File: src/hdl/gec_regs.svh
// Register map, field positions, reset values and timing counts of the edge counter channel
`ifndef GEC_REGS_SVH
`define GEC_REGS_SVH

// ================================================================
// Register offsets (byte addresses)
`define GEC_ADDR_W        8
`define GEC_OFS_CTRL      8'h00
`define GEC_OFS_HIGH_LIM  8'h04
`define GEC_OFS_CMP_VAL   8'h08
`define GEC_OFS_START_VAL 8'h0c
`define GEC_OFS_COUNT     8'h10
`define GEC_OFS_STATUS    8'h14
`define GEC_OFS_IRQ_STS   8'h18
`define GEC_OFS_IRQ_MASK  8'h1c

// ================================================================
// Control register fields
`define GEC_CTRL_SOFTWARE_GATE_BIT   0
`define GEC_CTRL_LOAD_LO   1
`define GEC_CTRL_LOAD_HI   3
`define GEC_CTRL_EDGE_LO   4
`define GEC_CTRL_EDGE_HI   5
`define GEC_CTRL_CMP_LOWER 6
`define GEC_CTRL_CONTINUE  7
`define GEC_CTRL_IRQ_EN    8
`define GEC_CTRL_SUP_DIAG  9
`define GEC_CTRL_WIRE_DIAG 10
`define GEC_CTRL_FLT_LO    11
`define GEC_CTRL_FLT_HI    13
`define GEC_CTRL_MASK      32'h0000_3fff
`define GEC_CTRL_RST       32'h0000_2000

// ================================================================
// Load command codes, limits, reset values
`define GEC_LOAD_RESUME    3'h0
`define GEC_LOAD_START     3'h2
`define GEC_LOW_LIMIT      32'h0000_0000
`define GEC_HIGH_LIM_RST   32'hffff_ffff
`define GEC_CMP_VAL_RST    32'h0000_0001
`define GEC_START_VAL_RST  32'h0000_0000

// ================================================================
// Interrupt status bits
`define GEC_IRQ_CMP        0
`define GEC_IRQ_LIMIT      1
`define GEC_IRQ_DIAG       2
`define GEC_IRQ_W          3

// ================================================================
// Input filter timing: a 50 us tick, delays in microseconds
`define GEC_CLK_PERIOD_NS  25
`define GEC_TICK_NS        50000
`define GEC_TICK_CYCLES    (`GEC_TICK_NS / `GEC_CLK_PERIOD_NS)
`define GEC_TICK_US        50
`define GEC_DLY0_US        50
`define GEC_DLY1_US        100
`define GEC_DLY2_US        400
`define GEC_DLY3_US        1600
`define GEC_DLY4_US        3200
`define GEC_DLY5_US        12800
`define GEC_DLY6_US        20000

`endif

File: src/hdl/gec_pkg.sv
// Shared types of the edge counter channel
package gec_pkg;
	typedef logic [31:0] gec_word_t;
	typedef logic [8:0]  gec_ticks_t;
	typedef enum logic [1:0] {GEC_EDGE_RISE, GEC_EDGE_FALL, GEC_EDGE_BOTH, GEC_EDGE_RSVD} gec_edge_t;
endpackage

File: src/hdl/gec_filter.sv
// Input delay filter: accepts a new level only after it stayed stable past the delay
`timescale 1ns/1ps
module gec_filter
	import gec_pkg::*;
(
	input  wire logic             ref_clk_i,
	input  wire logic             rst_i,
	input  wire logic             tick_i,
	input  wire logic             level_i,
	input  wire gec_pkg::gec_ticks_t limit_i,
	output logic                  level_o,
	output logic                  rise_o,
	output logic                  fall_o
);
	gec_ticks_t stable_cnt;
	logic       accept;

	// Accept on the tick after limit_i full ticks of mismatch, so stable time exceeds the delay
	assign accept = tick_i && (level_i != level_o) && (stable_cnt == limit_i);

	always_ff @(posedge ref_clk_i or posedge rst_i)
	begin
		if (rst_i)
		begin
			stable_cnt <= '0;
			level_o    <= 1'b0;
			rise_o     <= 1'b0;
			fall_o     <= 1'b0;
		end
		else
		begin
			rise_o <= accept && level_i;
			fall_o <= accept && !level_i;
			if (level_i == level_o)
				stable_cnt <= '0;
			else if (accept)
			begin
				level_o    <= level_i;
				stable_cnt <= '0;
			end
			else if (tick_i)
				stable_cnt <= stable_cnt + 9'h1;
		end
	end
endmodule

File: src/hdl/gec_channel.sv
// Gated 32-bit edge counter channel with compare flag, diagnostics and register port
`timescale 1ns/1ps
`include "gec_regs.svh"
module gec_channel
(
	input  wire logic                    ref_clk_i,
	input  wire logic                    rst_i,
	input  wire logic [`GEC_ADDR_W-1:0]  addr_i,
	input  wire gec_pkg::gec_word_t      wr_data_i,
	input  wire logic                    wr_i,
	input  wire logic                    rd_i,
	output gec_pkg::gec_word_t           rd_data_o,
	input  wire logic                    count_in_i,
	input  wire logic                    wire_break_i,
	input  wire logic                    supply_low_i,
	output logic                         compare_output_flag_o,
	output logic                         internal_gate_status_o,
	output logic                         diag_fault_o,
	output logic                         irq_o
);
	import gec_pkg::*;

	// ================================================================
	// Registers
	gec_word_t              ctrl;
	gec_word_t              high_lim;
	gec_word_t              cmp_val;
	gec_word_t              start_val;
	gec_word_t              count;
	logic [`GEC_IRQ_W-1:0]  irq_sts;
	logic [`GEC_IRQ_W-1:0]  irq_mask;
	logic                   gate;
	logic                   cmp_flag;
	logic                   sw_prev;
	logic                   wire_fault;
	logic                   supply_fault;
	logic                   diag_prev;

	// ================================================================
	// Decode
	wire logic wr_ctrl  = wr_i && (addr_i == `GEC_OFS_CTRL);
	wire logic wr_high  = wr_i && (addr_i == `GEC_OFS_HIGH_LIM);
	wire logic wr_cmp   = wr_i && (addr_i == `GEC_OFS_CMP_VAL);
	wire logic wr_start = wr_i && (addr_i == `GEC_OFS_START_VAL);
	wire logic wr_ists  = wr_i && (addr_i == `GEC_OFS_IRQ_STS);
	wire logic wr_imask = wr_i && (addr_i == `GEC_OFS_IRQ_MASK);

	wire logic       software_gate_bit    = ctrl[`GEC_CTRL_SOFTWARE_GATE_BIT];
	wire logic [2:0] load_cmd   = ctrl[`GEC_CTRL_LOAD_HI:`GEC_CTRL_LOAD_LO];
	wire gec_edge_t  edge_sel   = gec_edge_t'(ctrl[`GEC_CTRL_EDGE_HI:`GEC_CTRL_EDGE_LO]);
	wire logic       cmp_lower  = ctrl[`GEC_CTRL_CMP_LOWER];
	wire logic       cont_mode  = ctrl[`GEC_CTRL_CONTINUE];
	wire logic       irq_en     = ctrl[`GEC_CTRL_IRQ_EN];
	wire logic       sup_diag   = ctrl[`GEC_CTRL_SUP_DIAG];
	wire logic       wire_diag  = ctrl[`GEC_CTRL_WIRE_DIAG];
	wire logic [2:0] flt_sel    = ctrl[`GEC_CTRL_FLT_HI:`GEC_CTRL_FLT_LO];

	wire gec_word_t status_word = {27'h0, software_gate_bit && !gate, wire_fault, supply_fault, gate, cmp_flag};

	wire gec_word_t rd_mux =
		(addr_i == `GEC_OFS_CTRL)      ? ctrl :
		(addr_i == `GEC_OFS_HIGH_LIM)  ? high_lim :
		(addr_i == `GEC_OFS_CMP_VAL)   ? cmp_val :
		(addr_i == `GEC_OFS_START_VAL) ? start_val :
		(addr_i == `GEC_OFS_COUNT)     ? count :
		(addr_i == `GEC_OFS_STATUS)    ? status_word :
		(addr_i == `GEC_OFS_IRQ_STS)   ? {29'h0, irq_sts} :
		(addr_i == `GEC_OFS_IRQ_MASK)  ? {29'h0, irq_mask} : 32'h0000_0000;

	// ================================================================
	// Pin synchronisers
	logic [1:0] cnt_sync;
	logic [1:0] wb_sync;
	logic [1:0] sup_sync;

	always_ff @(posedge ref_clk_i or posedge rst_i)
	begin
		if (rst_i)
		begin
			cnt_sync <= 2'h0;
			wb_sync  <= 2'h0;
			sup_sync <= 2'h0;
		end
		else
		begin
			cnt_sync <= {cnt_sync[0], count_in_i};
			wb_sync  <= {wb_sync[0], wire_break_i};
			sup_sync <= {sup_sync[0], supply_low_i};
		end
	end

	// ================================================================
	// Filter tick divider and delay selection
	logic [10:0] tick_div;
	logic        tick;
	wire logic   tick_wrap = (tick_div == 11'(`GEC_TICK_CYCLES - 1));

	always_ff @(posedge ref_clk_i or posedge rst_i)
	begin
		if (rst_i)
		begin
			tick_div <= 11'h0;
			tick     <= 1'b0;
		end
		else
		begin
			tick     <= tick_wrap;
			tick_div <= tick_wrap ? 11'h0 : tick_div + 11'h1;
		end
	end

	wire gec_ticks_t flt_ticks =
		(flt_sel == 3'h0) ? 9'(`GEC_DLY0_US / `GEC_TICK_US) :
		(flt_sel == 3'h1) ? 9'(`GEC_DLY1_US / `GEC_TICK_US) :
		(flt_sel == 3'h2) ? 9'(`GEC_DLY2_US / `GEC_TICK_US) :
		(flt_sel == 3'h3) ? 9'(`GEC_DLY3_US / `GEC_TICK_US) :
		(flt_sel == 3'h4) ? 9'(`GEC_DLY4_US / `GEC_TICK_US) :
		(flt_sel == 3'h5) ? 9'(`GEC_DLY5_US / `GEC_TICK_US) : 9'(`GEC_DLY6_US / `GEC_TICK_US);

	logic flt_level;
	logic flt_rise;
	logic flt_fall;

	gec_filter u_filter (
		.ref_clk_i (ref_clk_i),
		.rst_i     (rst_i),
		.tick_i    (tick),
		.level_i   (cnt_sync[1]),
		.limit_i   (flt_ticks),
		.level_o   (flt_level),
		.rise_o    (flt_rise),
		.fall_o    (flt_fall)
	);

	// ================================================================
	// Counting
	// edge selection
	wire logic cnt_ev =
		(edge_sel == GEC_EDGE_FALL) ? flt_fall :
		(edge_sel == GEC_EDGE_BOTH) ? (flt_rise || flt_fall) : flt_rise;
	wire logic sw_rise = software_gate_bit && !sw_prev;
	wire logic step    = gate && software_gate_bit && cnt_ev;
	// A lowered high limit below the count also counts as passing it
	wire logic exceed  = step && (count >= high_lim);
	wire logic stop_ev = exceed && !cont_mode;

	gec_word_t next_count;
	logic      next_gate;

	always_comb
	begin
		next_count = count;
		next_gate  = gate;
		if (!software_gate_bit)
			next_gate = 1'b0;
		else if (sw_rise)
		begin
			// only a fresh set of the gate bit reopens
			next_gate = 1'b1;
			if (load_cmd == `GEC_LOAD_START)
				next_count = start_val;
		end
		else if (exceed)
		begin
			// the opposite limit is always zero
			next_count = `GEC_LOW_LIMIT;
			// stop mode closes the internal gate
			next_gate  = cont_mode;
		end
		else if (step)
			next_count = count + 32'h1;
	end

	always_ff @(posedge ref_clk_i or posedge rst_i)
	begin
		if (rst_i)
		begin
			count   <= 32'h0000_0000;
			gate    <= 1'b0;
			sw_prev <= 1'b0;
		end
		else
		begin
			count   <= next_count;
			gate    <= next_gate;
			sw_prev <= software_gate_bit;
		end
	end

	// ================================================================
	// Compare flag; low limit is zero so the lower bound always holds
	// upper range, lower range, cleared outside
	wire logic in_range = cmp_lower ? (count <= cmp_val) : ((cmp_val <= count) && (count <= high_lim));

	always_ff @(posedge ref_clk_i or posedge rst_i)
	begin
		if (rst_i)
			cmp_flag <= 1'b0;
		else
			cmp_flag <= in_range;
	end

	wire logic cmp_rise = in_range && !cmp_flag;

	// ================================================================
	// Diagnostics
	always_ff @(posedge ref_clk_i or posedge rst_i)
	begin
		if (rst_i)
		begin
			wire_fault   <= 1'b0;
			supply_fault <= 1'b0;
			diag_prev    <= 1'b0;
		end
		else
		begin
			wire_fault   <= wire_diag && wb_sync[1];
			supply_fault <= sup_diag && sup_sync[1];
			diag_prev    <= wire_fault || supply_fault;
		end
	end

	wire logic diag_rise = (wire_fault || supply_fault) && !diag_prev;

	// ================================================================
	// Register writes and interrupts
	// compare interrupt only with the option on
	wire logic [`GEC_IRQ_W-1:0] irq_set = {diag_rise, exceed, cmp_rise && irq_en};

	always_ff @(posedge ref_clk_i or posedge rst_i)
	begin
		if (rst_i)
		begin
			ctrl      <= `GEC_CTRL_RST;
			high_lim  <= `GEC_HIGH_LIM_RST;
			cmp_val   <= `GEC_CMP_VAL_RST;
			start_val <= `GEC_START_VAL_RST;
			irq_sts   <= '0;
			irq_mask  <= '0;
		end
		else
		begin
			if (wr_ctrl)
				ctrl <= wr_data_i & `GEC_CTRL_MASK;
			if (wr_high)
				high_lim <= wr_data_i;
			if (wr_cmp)
				cmp_val <= wr_data_i;
			if (wr_start)
				start_val <= wr_data_i;
			if (wr_imask)
				irq_mask <= wr_data_i[`GEC_IRQ_W-1:0];
			// Set wins over a same-cycle clear
			irq_sts <= (irq_sts & ~(wr_ists ? wr_data_i[`GEC_IRQ_W-1:0] : 3'h0)) | irq_set;
		end
	end

	// ================================================================
	// Outputs
	always_ff @(posedge ref_clk_i or posedge rst_i)
	begin
		if (rst_i)
		begin
			rd_data_o              <= 32'h0000_0000;
			compare_output_flag_o  <= 1'b0;
			internal_gate_status_o <= 1'b0;
			diag_fault_o           <= 1'b0;
			irq_o                  <= 1'b0;
		end
		else
		begin
			rd_data_o              <= rd_i ? rd_mux : 32'h0000_0000;
			compare_output_flag_o  <= cmp_flag;
			internal_gate_status_o <= gate;
			diag_fault_o           <= wire_fault || supply_fault;
			irq_o                  <= |(irq_sts & irq_mask);
		end
	end

	// ================================================================
	// Assertions
	a_filter_level: assert property (@(posedge ref_clk_i) disable iff (rst_i)
		$changed(flt_level) |-> (flt_level == $past(cnt_sync[1])) && $past(tick))
		else $error("filtered level changed without a tick or against the input");

	a_irq_cmp_rise: assert property (@(posedge ref_clk_i) disable iff (rst_i)
		!irq_en |=> !$rose(irq_sts[`GEC_IRQ_CMP]))
		else $error("compare interrupt raised while disabled");

	a_upper_range: assert property (@(posedge ref_clk_i) disable iff (rst_i)
		(!cmp_lower && cmp_val <= count && count <= high_lim) |=> cmp_flag)
		else $error("compare flag not set in upper range");

	a_lower_range: assert property (@(posedge ref_clk_i) disable iff (rst_i)
		(cmp_lower && count <= cmp_val) |=> cmp_flag)
		else $error("compare flag not set in lower range");

	a_out_of_range: assert property (@(posedge ref_clk_i) disable iff (rst_i)
		!in_range |=> !cmp_flag ##1 !compare_output_flag_o)
		else $error("compare flag held outside range");

	a_count_step: assert property (@(posedge ref_clk_i) disable iff (rst_i)
		(step && !exceed && !sw_rise) |=> count == $past(count) + 32'h1)
		else $error("count did not step by one");

	a_start_load: assert property (@(posedge ref_clk_i) disable iff (rst_i)
		(sw_rise && load_cmd == `GEC_LOAD_START) |=> count == $past(start_val) && gate)
		else $error("start value not loaded at gate opening");

	a_stop_limit: assert property (@(posedge ref_clk_i) disable iff (rst_i)
		(stop_ev && !sw_rise) |=> !gate && count == `GEC_LOW_LIMIT)
		else $error("stop on limit did not close gate");

	a_restart_hold: assert property (@(posedge ref_clk_i) disable iff (rst_i)
		(!gate && software_gate_bit && sw_prev) |=> !gate)
		else $error("gate reopened without clear and set");

	a_wrap_limit: assert property (@(posedge ref_clk_i) disable iff (rst_i)
		(exceed && cont_mode && !sw_rise) |=> gate && count == `GEC_LOW_LIMIT)
		else $error("continue mode did not wrap to zero");

	a_gate_closed: assert property (@(posedge ref_clk_i) disable iff (rst_i)
		(!gate && !sw_rise) |=> $stable(count))
		else $error("count moved with gate closed");

	a_diag_fault: assert property (@(posedge ref_clk_i) disable iff (rst_i)
		(wire_diag && wb_sync[1]) |=> ##1 diag_fault_o)
		else $error("wire break not reported");

	a_supply_fault: assert property (@(posedge ref_clk_i) disable iff (rst_i)
		(sup_diag && sup_sync[1]) |=> ##1 diag_fault_o)
		else $error("supply fault not reported");
endmodule

File: config.mk
export PLATFORM = sky130hd
export DESIGN_NAME = gec_channel
export DESIGN_NICKNAME = d
export VERILOG_FILES = /design/src/hdl/gec_pkg.sv /design/src/hdl/gec_filter.sv /design/src/hdl/gec_channel.sv
export VERILOG_INCLUDE_DIRS = /design/src /design/src/hdl
export SDC_FILE = /design/constraint.sdc
export NUM_CORES = 1
export LEC_CHECK = 0
export BUFFER_PORTS_ARGS = -buffer_cell sky130_fd_sc_hd__buf_2
export CELL_PAD_IN_SITES_DETAIL_PLACEMENT = 0
export CELL_PAD_IN_SITES_GLOBAL_PLACEMENT = 1
export CORE_UTILIZATION = 48
export DETAILED_ROUTE_END_ITERATION = 16
export PLACE_DENSITY_LB_ADDON = 0.05
export SLEW_MARGIN = 25
export SYNTH_ARGS = -nofsm -noshare
export SYNTH_HDL_FRONTEND = slang
export SYNTH_SLANG_ARGS = --single-unit
export TNS_END_PERCENT = 10
File: constraint.sdc
create_clock -name ref_clk_i -period 7.3 [get_ports ref_clk_i]
set_clock_uncertainty 0.2 [all_clocks]
set_input_delay 0.365 -clock ref_clk_i [delete_from_list [all_inputs] [get_ports ref_clk_i]]
set_output_delay 0.365 -clock ref_clk_i [all_outputs]
set_load 0.005 [all_outputs]
# After elaboration in Yosys (flattened, before gate mapping)
# Cells that the tools add are included.
[word_totals]
reg_bits = 219
input_bits = 47
out_inout_bits = 36
[op_classes]
add_sub_neg = 3
order_cmp = 4
n_eq_ne = 21
n_mux = 30
n_bitwise = 5
reduce_logical = 35
[op_table]
columns = ["cell", "count"]
rows = [
  ["32-bit two-way mux", 10],
  ["32-bit <= comparator", 3],
  ["9-bit two-way mux", 8],
  ["32-bit by 1-bit adder with 32-bit output, second input constant", 1],
  ["8-bit by 5-bit equality test with 1-bit output, second input constant", 4],
  ["32-bit greater-or-equal comparator", 1],
  ["1-bit logical AND", 21],
  ["8-bit by 4-bit equality test with 1-bit output, second input constant", 2],
  ["11-bit by 1-bit adder with 11-bit output, second input constant", 1],
  ["11-bit equality test, second input constant", 1],
  ["11-bit two-way mux", 1],
  ["9-bit by 1-bit adder with 9-bit output, second input constant", 1],
  ["3-bit by 2-bit equality test with 1-bit output, second input constant", 3],
  ["9-bit equality test", 1],
  ["3-bit two-way mux", 3],
  ["8-bit by 3-bit equality test with 1-bit output, second input constant", 1],
  ["8-bit logical NOT", 1],
  ["8-bit two-way mux", 1],
  ["3-bit bitwise AND", 2],
  ["3-bit equality test, second input constant", 2],
  ["1-bit two-way mux", 6],
  ["3-bit nonzero test", 2],
  ["1-bit logical NOT", 5],
  ["5-bit two-way mux", 1],
  ["other kinds (15)", 16],
]

# Depth between registers and ports, before layout
[depth]
ltp_word = 11
depth_mapped = 11
ltp_nobuf = 9

# By module
# A second synthesis with hierarchy kept.
[unflattened]
cells_unflattened = 1092
hier_area_um2 = 11717.5
[modules_own_cells]
columns = ["mod", "instances", "cells_each", "area_per_inst_um2", "seq_area_each_um2"]
rows = [
  ["gec_channel", 1, 1019, 10985.5, 5222.5],
  ["gec_filter", 1, 73, 732.0, 300.3],
]

# Worst setup path before layout
# OpenSTA, ideal clock, no wires.
[synth_path]
kind = "register -> register"
start = "reg high_lim[30]"
end = "reg count[3]"
t_arrival_ns = 2.556
required_ns = 7.020
slack_ns = 4.464
stages_incl_launch_ff = 12
period_less_slack_ns = 2.836
path_cell_list = "dfstp_2 > inv_1 > ha_1 > a21oi_1 > nand2_1 > a221oi_2 > nand3_2 > or3_1 > buf_2 > buf_6 > or3_1 > o211ai_2"
[synth_via]
elab_chain_len = 4
[synth_rtl]
columns = ["element", "line", "rtl"]
rows = [
  ["start, declared", "gec_channel.sv:26", "gec_word_t high_lim;"],
  ["start signal, assigned", "gec_channel.sv:235", "high_lim <= `GEC_HIGH_LIM_RST;"],
  ["start signal, assigned", "gec_channel.sv:246", "high_lim <= wr_data_i;"],
  ["32-bit greater-or-equal comparator *", "gec_channel.sv:144", "wire logic exceed = step && (count >= high_lim);"],
  ["1-bit logical AND *", "gec_channel.sv:144", ""],
  ["3-bit nonzero test (no line) / 32-bit two-way mux (equally long branches)", "--", ""],
  ["3-bit AND reduction (no line) / 32-bit two-way mux (equally long branches)", "--", ""],
  ["end signal, assigned", "gec_channel.sv:184", "count <= next_count;"],
  ["end, declared", "gec_channel.sv:29", "gec_word_t count;"],
]
# Mark *: on every way between the ends. The rest lies on a longest branch, timed or not.
# A chain may end at the register's enable or synchronous reset.

# Worst setup path after layout
[layout_path]
start = "reg high_lim[19]"
end = "reg count[3]"
# The elaborated chain is that of the path after synthesis.

==> metrics <==
Worst setup EP type=flip-flop; Post-route DRC=0; Area Growth Syn to Fin=17.7%; diode count=0; fillers=2103; final worst slack=3520 ps; I/O pins=83; first-pass GRT wire length=49.7 mm; Num CTS Buffers=26; initial antenna violation count=0; Post-Synth XOR/XNOR Area=0.00915; post-synthesis sequential area ratio=0.481; Post-Synth Simple-Gate Area=0.133; Num Clock Sinks=219; endpoints failing setup=0; max_cap viols=0; Finished Layout Cells=1533; Tcrit/Tclk final=0.517; vias after detailed routing=8976; hold slack=5.15 ps; Slew headroom=0.276; IO buf count=82; post-synth net total=1195; share of cells above drive strength 1=0.254; Crit path arrival time=4030 ps; syn avg cell area=10.6 sq um; most common cell after layout, fill and taps aside=dfrtp_1; clock tree buffer depth=3; FP Rows=56; die span in y=157 um; die footprint=24600 sq um; fraction of synthesis flops using an asynchronous set or reset pin=1.00; CTS tree=built; top-area cell type share of the netlist area=0.403; Area contributors post-synth=dfrtp_1 40%, mux2_2 11%, dfstp_2 7.8%; status=finished, final reports clean; ys flop type=dfrtp_1; Nets=1308; metal1 wirelength=14.5 mm; Post-Syn Instances=1081; Resized cells post-CTS=0; Post-synth EDFFs=0; fin area=13500 sq um; worst endpoint required time=7560 ps; Clock Latency Late Sink=530 ps; Starting Density=0.489; HP Class=in2reg; RSZ-0062 raised after global routing=false; wire per inst=20.4 um; Reg2Reg Setup Slack=3520 ps; crit path kind=reg2reg; die width=157 um; final number of hold-violating endpoints=0; post-synthesis mux area share=0.121; Cell variety after synth=66; CP Max Fanout=11; DRT Wirelength=31.3 mm; met2 WL=14.2 mm; Worst Max-Slew Pin Slew=1080 ps; pwr dens=225 nW/um^2; vias per cell=5.86; Detailed Place HPWL=21.0 mm; Lkg Pwr=6.18 nW; GRT Residual Overflow=0; final worst path period need=3780 ps; Pre-Repair DR Iteration Count=9; CTS clk-pin slew, worst paths=60 ps; Worst IR Drop VDD=0.201 mV; Post-Syn Area=11500 sq um; post-synth top area cell=dfrtp_1; vias in the first global route=8853; dpl cells=1450; fin. max-slew vios=0; largest family of logic cells by synthesized area=compound AO/OA/AOI/OAI gates; ANT nets after route=0; largest net degree at the start of global routing=145; Fmax=265 MHz; TNS Setup=0 ps; Root Buffer=clkbuf_16; most frequent cells in the layout=185 x dfrtp_1, 115 x mux2_2, 92 x nand2_1; core area=23500 sq um; Synth Area in Adders=0.0730; gp weighted congestion=0.846; H-Tree Depth=1; pre-CTS setup slack=3440 ps; Initial DRC Count=742; uppermost layer routed=met4; startpoint types=flip-flop; Yosys warnings=0; WL met3=1.91 mm; total global-route track usage=0.262; Synth Area in Compound Gates=0.141; Yosys reg bits=219; Post-DP Area=12200 sq um
## logic make-up after synthesis
group                    after synthesis
flip-flops                           219
multiplexers                         124
AO/OA/AOI/OAI                        233
adder cells (fa/ha/maj)               67
AND/OR/NAND/NOR                      304
XOR/XNOR                              12
buffers and inverters                122
## layer usage
layer / up-vias / track usage
met3: 51 / 0.0360
met4: 0 / 0.0710
li1: 4234 / -
met1: 4411 / 0.376
met2: 280 / 0.414
met5: - / 0
## worst max-delay path, cell delays in order, from the launching register on
cell,delay [ps]
dfstp_2,530
inv_1,40
ha_1,310
a21oi_1,120
o21ai_0,260
a221oi_2,400
nand4_1,480
nor2_1,1000
a21oi_1,190
o211ai_2,180
## per-stage QoR
stage,power (W),utilization
global placement,0.00167,0.521
finish,0.00304,0.576
floorplan,0.00155,-
CTS,0.00307,0.575
global route,0.00317,0.576
detailed placement,0.00168,0.521
## registers in the layout (all words and copies together) (netlist names), 2 cells and up
signal / flops
irq_mask: 3
cnt_sync: 2
cmp_val: 32
wb_sync: 2
count: 32
sup_sync: 2
u_filter.stable_cnt: 9
high_lim: 32
tick_div: 11
rd_data_o: 32
start_val: 32
ctrl: 14
irq_sts: 3
## synth_stat cells, types with 3 or more instances
| library cell | count |
|---|---|
| nor3_1 | 16 |
| nand2b_1 | 6 |
| a221o_1 | 3 |
| a222oi_1 | 30 |
| nor4_1 | 17 |
| nor2_1 | 41 |
| a22oi_1 | 17 |
| clkbuf_1 | 21 |
| nand2_1 | 92 |
| dfrtp_1 | 185 |
| buf_1 | 7 |
| dfstp_2 | 34 |
| a21o_1 | 11 |
| and3_1 | 5 |
| a21boi_0 | 11 |
| mux2i_1 | 8 |
| mux2_2 | 115 |
| a211oi_1 | 4 |
| a21oi_1 | 67 |
| or4_1 | 3 |
| xor2_1 | 10 |
| inv_1 | 78 |
| o21a_1 | 6 |
| nand3_1 | 50 |
| nand4_1 | 27 |
| or3_1 | 15 |
| nor3b_1 | 3 |
| ha_1 | 67 |
| and4_1 | 3 |
| o211ai_1 | 14 |
| and2_1 | 7 |
| o311ai_0 | 7 |
| o21ai_0 | 37 |
| buf_2 | 14 |
| nor2b_1 | 8 |
## cell type report
class                   count  area [sq um]  share of cell area
clock inverters            11           136              0.0101
multi-input cells         740          5520               0.408
repair buffers            129           855              0.0632
well taps                 319           399              0.0295
flip-flops and latches    219          5520               0.409
inverters                  78           305              0.0226
clock buffers              37           783              0.0579
## power breakdown
part	leakage [nW]	switching (W)	internal [W]
Sequential	2.86	0.0000589	0.00127
Combinational	2.87	0.000208	0.000137
Clock	0.457	0.000519	0.000850
## final timing paths
| path | startpoint | end | depth (start not counted) |
|---|---|---|---|
| worst min-delay path | wr_data_i[0] | ctrl[0] | 2 |
| min in group asynchronous | rst_i | rd_data_o[6] | 3 |
| worst max-delay path | high_lim[19] | count[3] | 9 |
| max in group asynchronous | rst_i | rd_data_o[18] | 4 |
| worst min register to register | cnt_sync[0] | cnt_sync[1] | 0 |
| worst max register to register | high_lim[19] | count[3] | 9 |
## what timing repair did
action	CTS	global route
hold buffers	35	0
endpoints found under the setup margin	0	0
endpoints found under the hold margin	231	0
buffers inserted	0	0
Power figures use the tool's default switching activity.
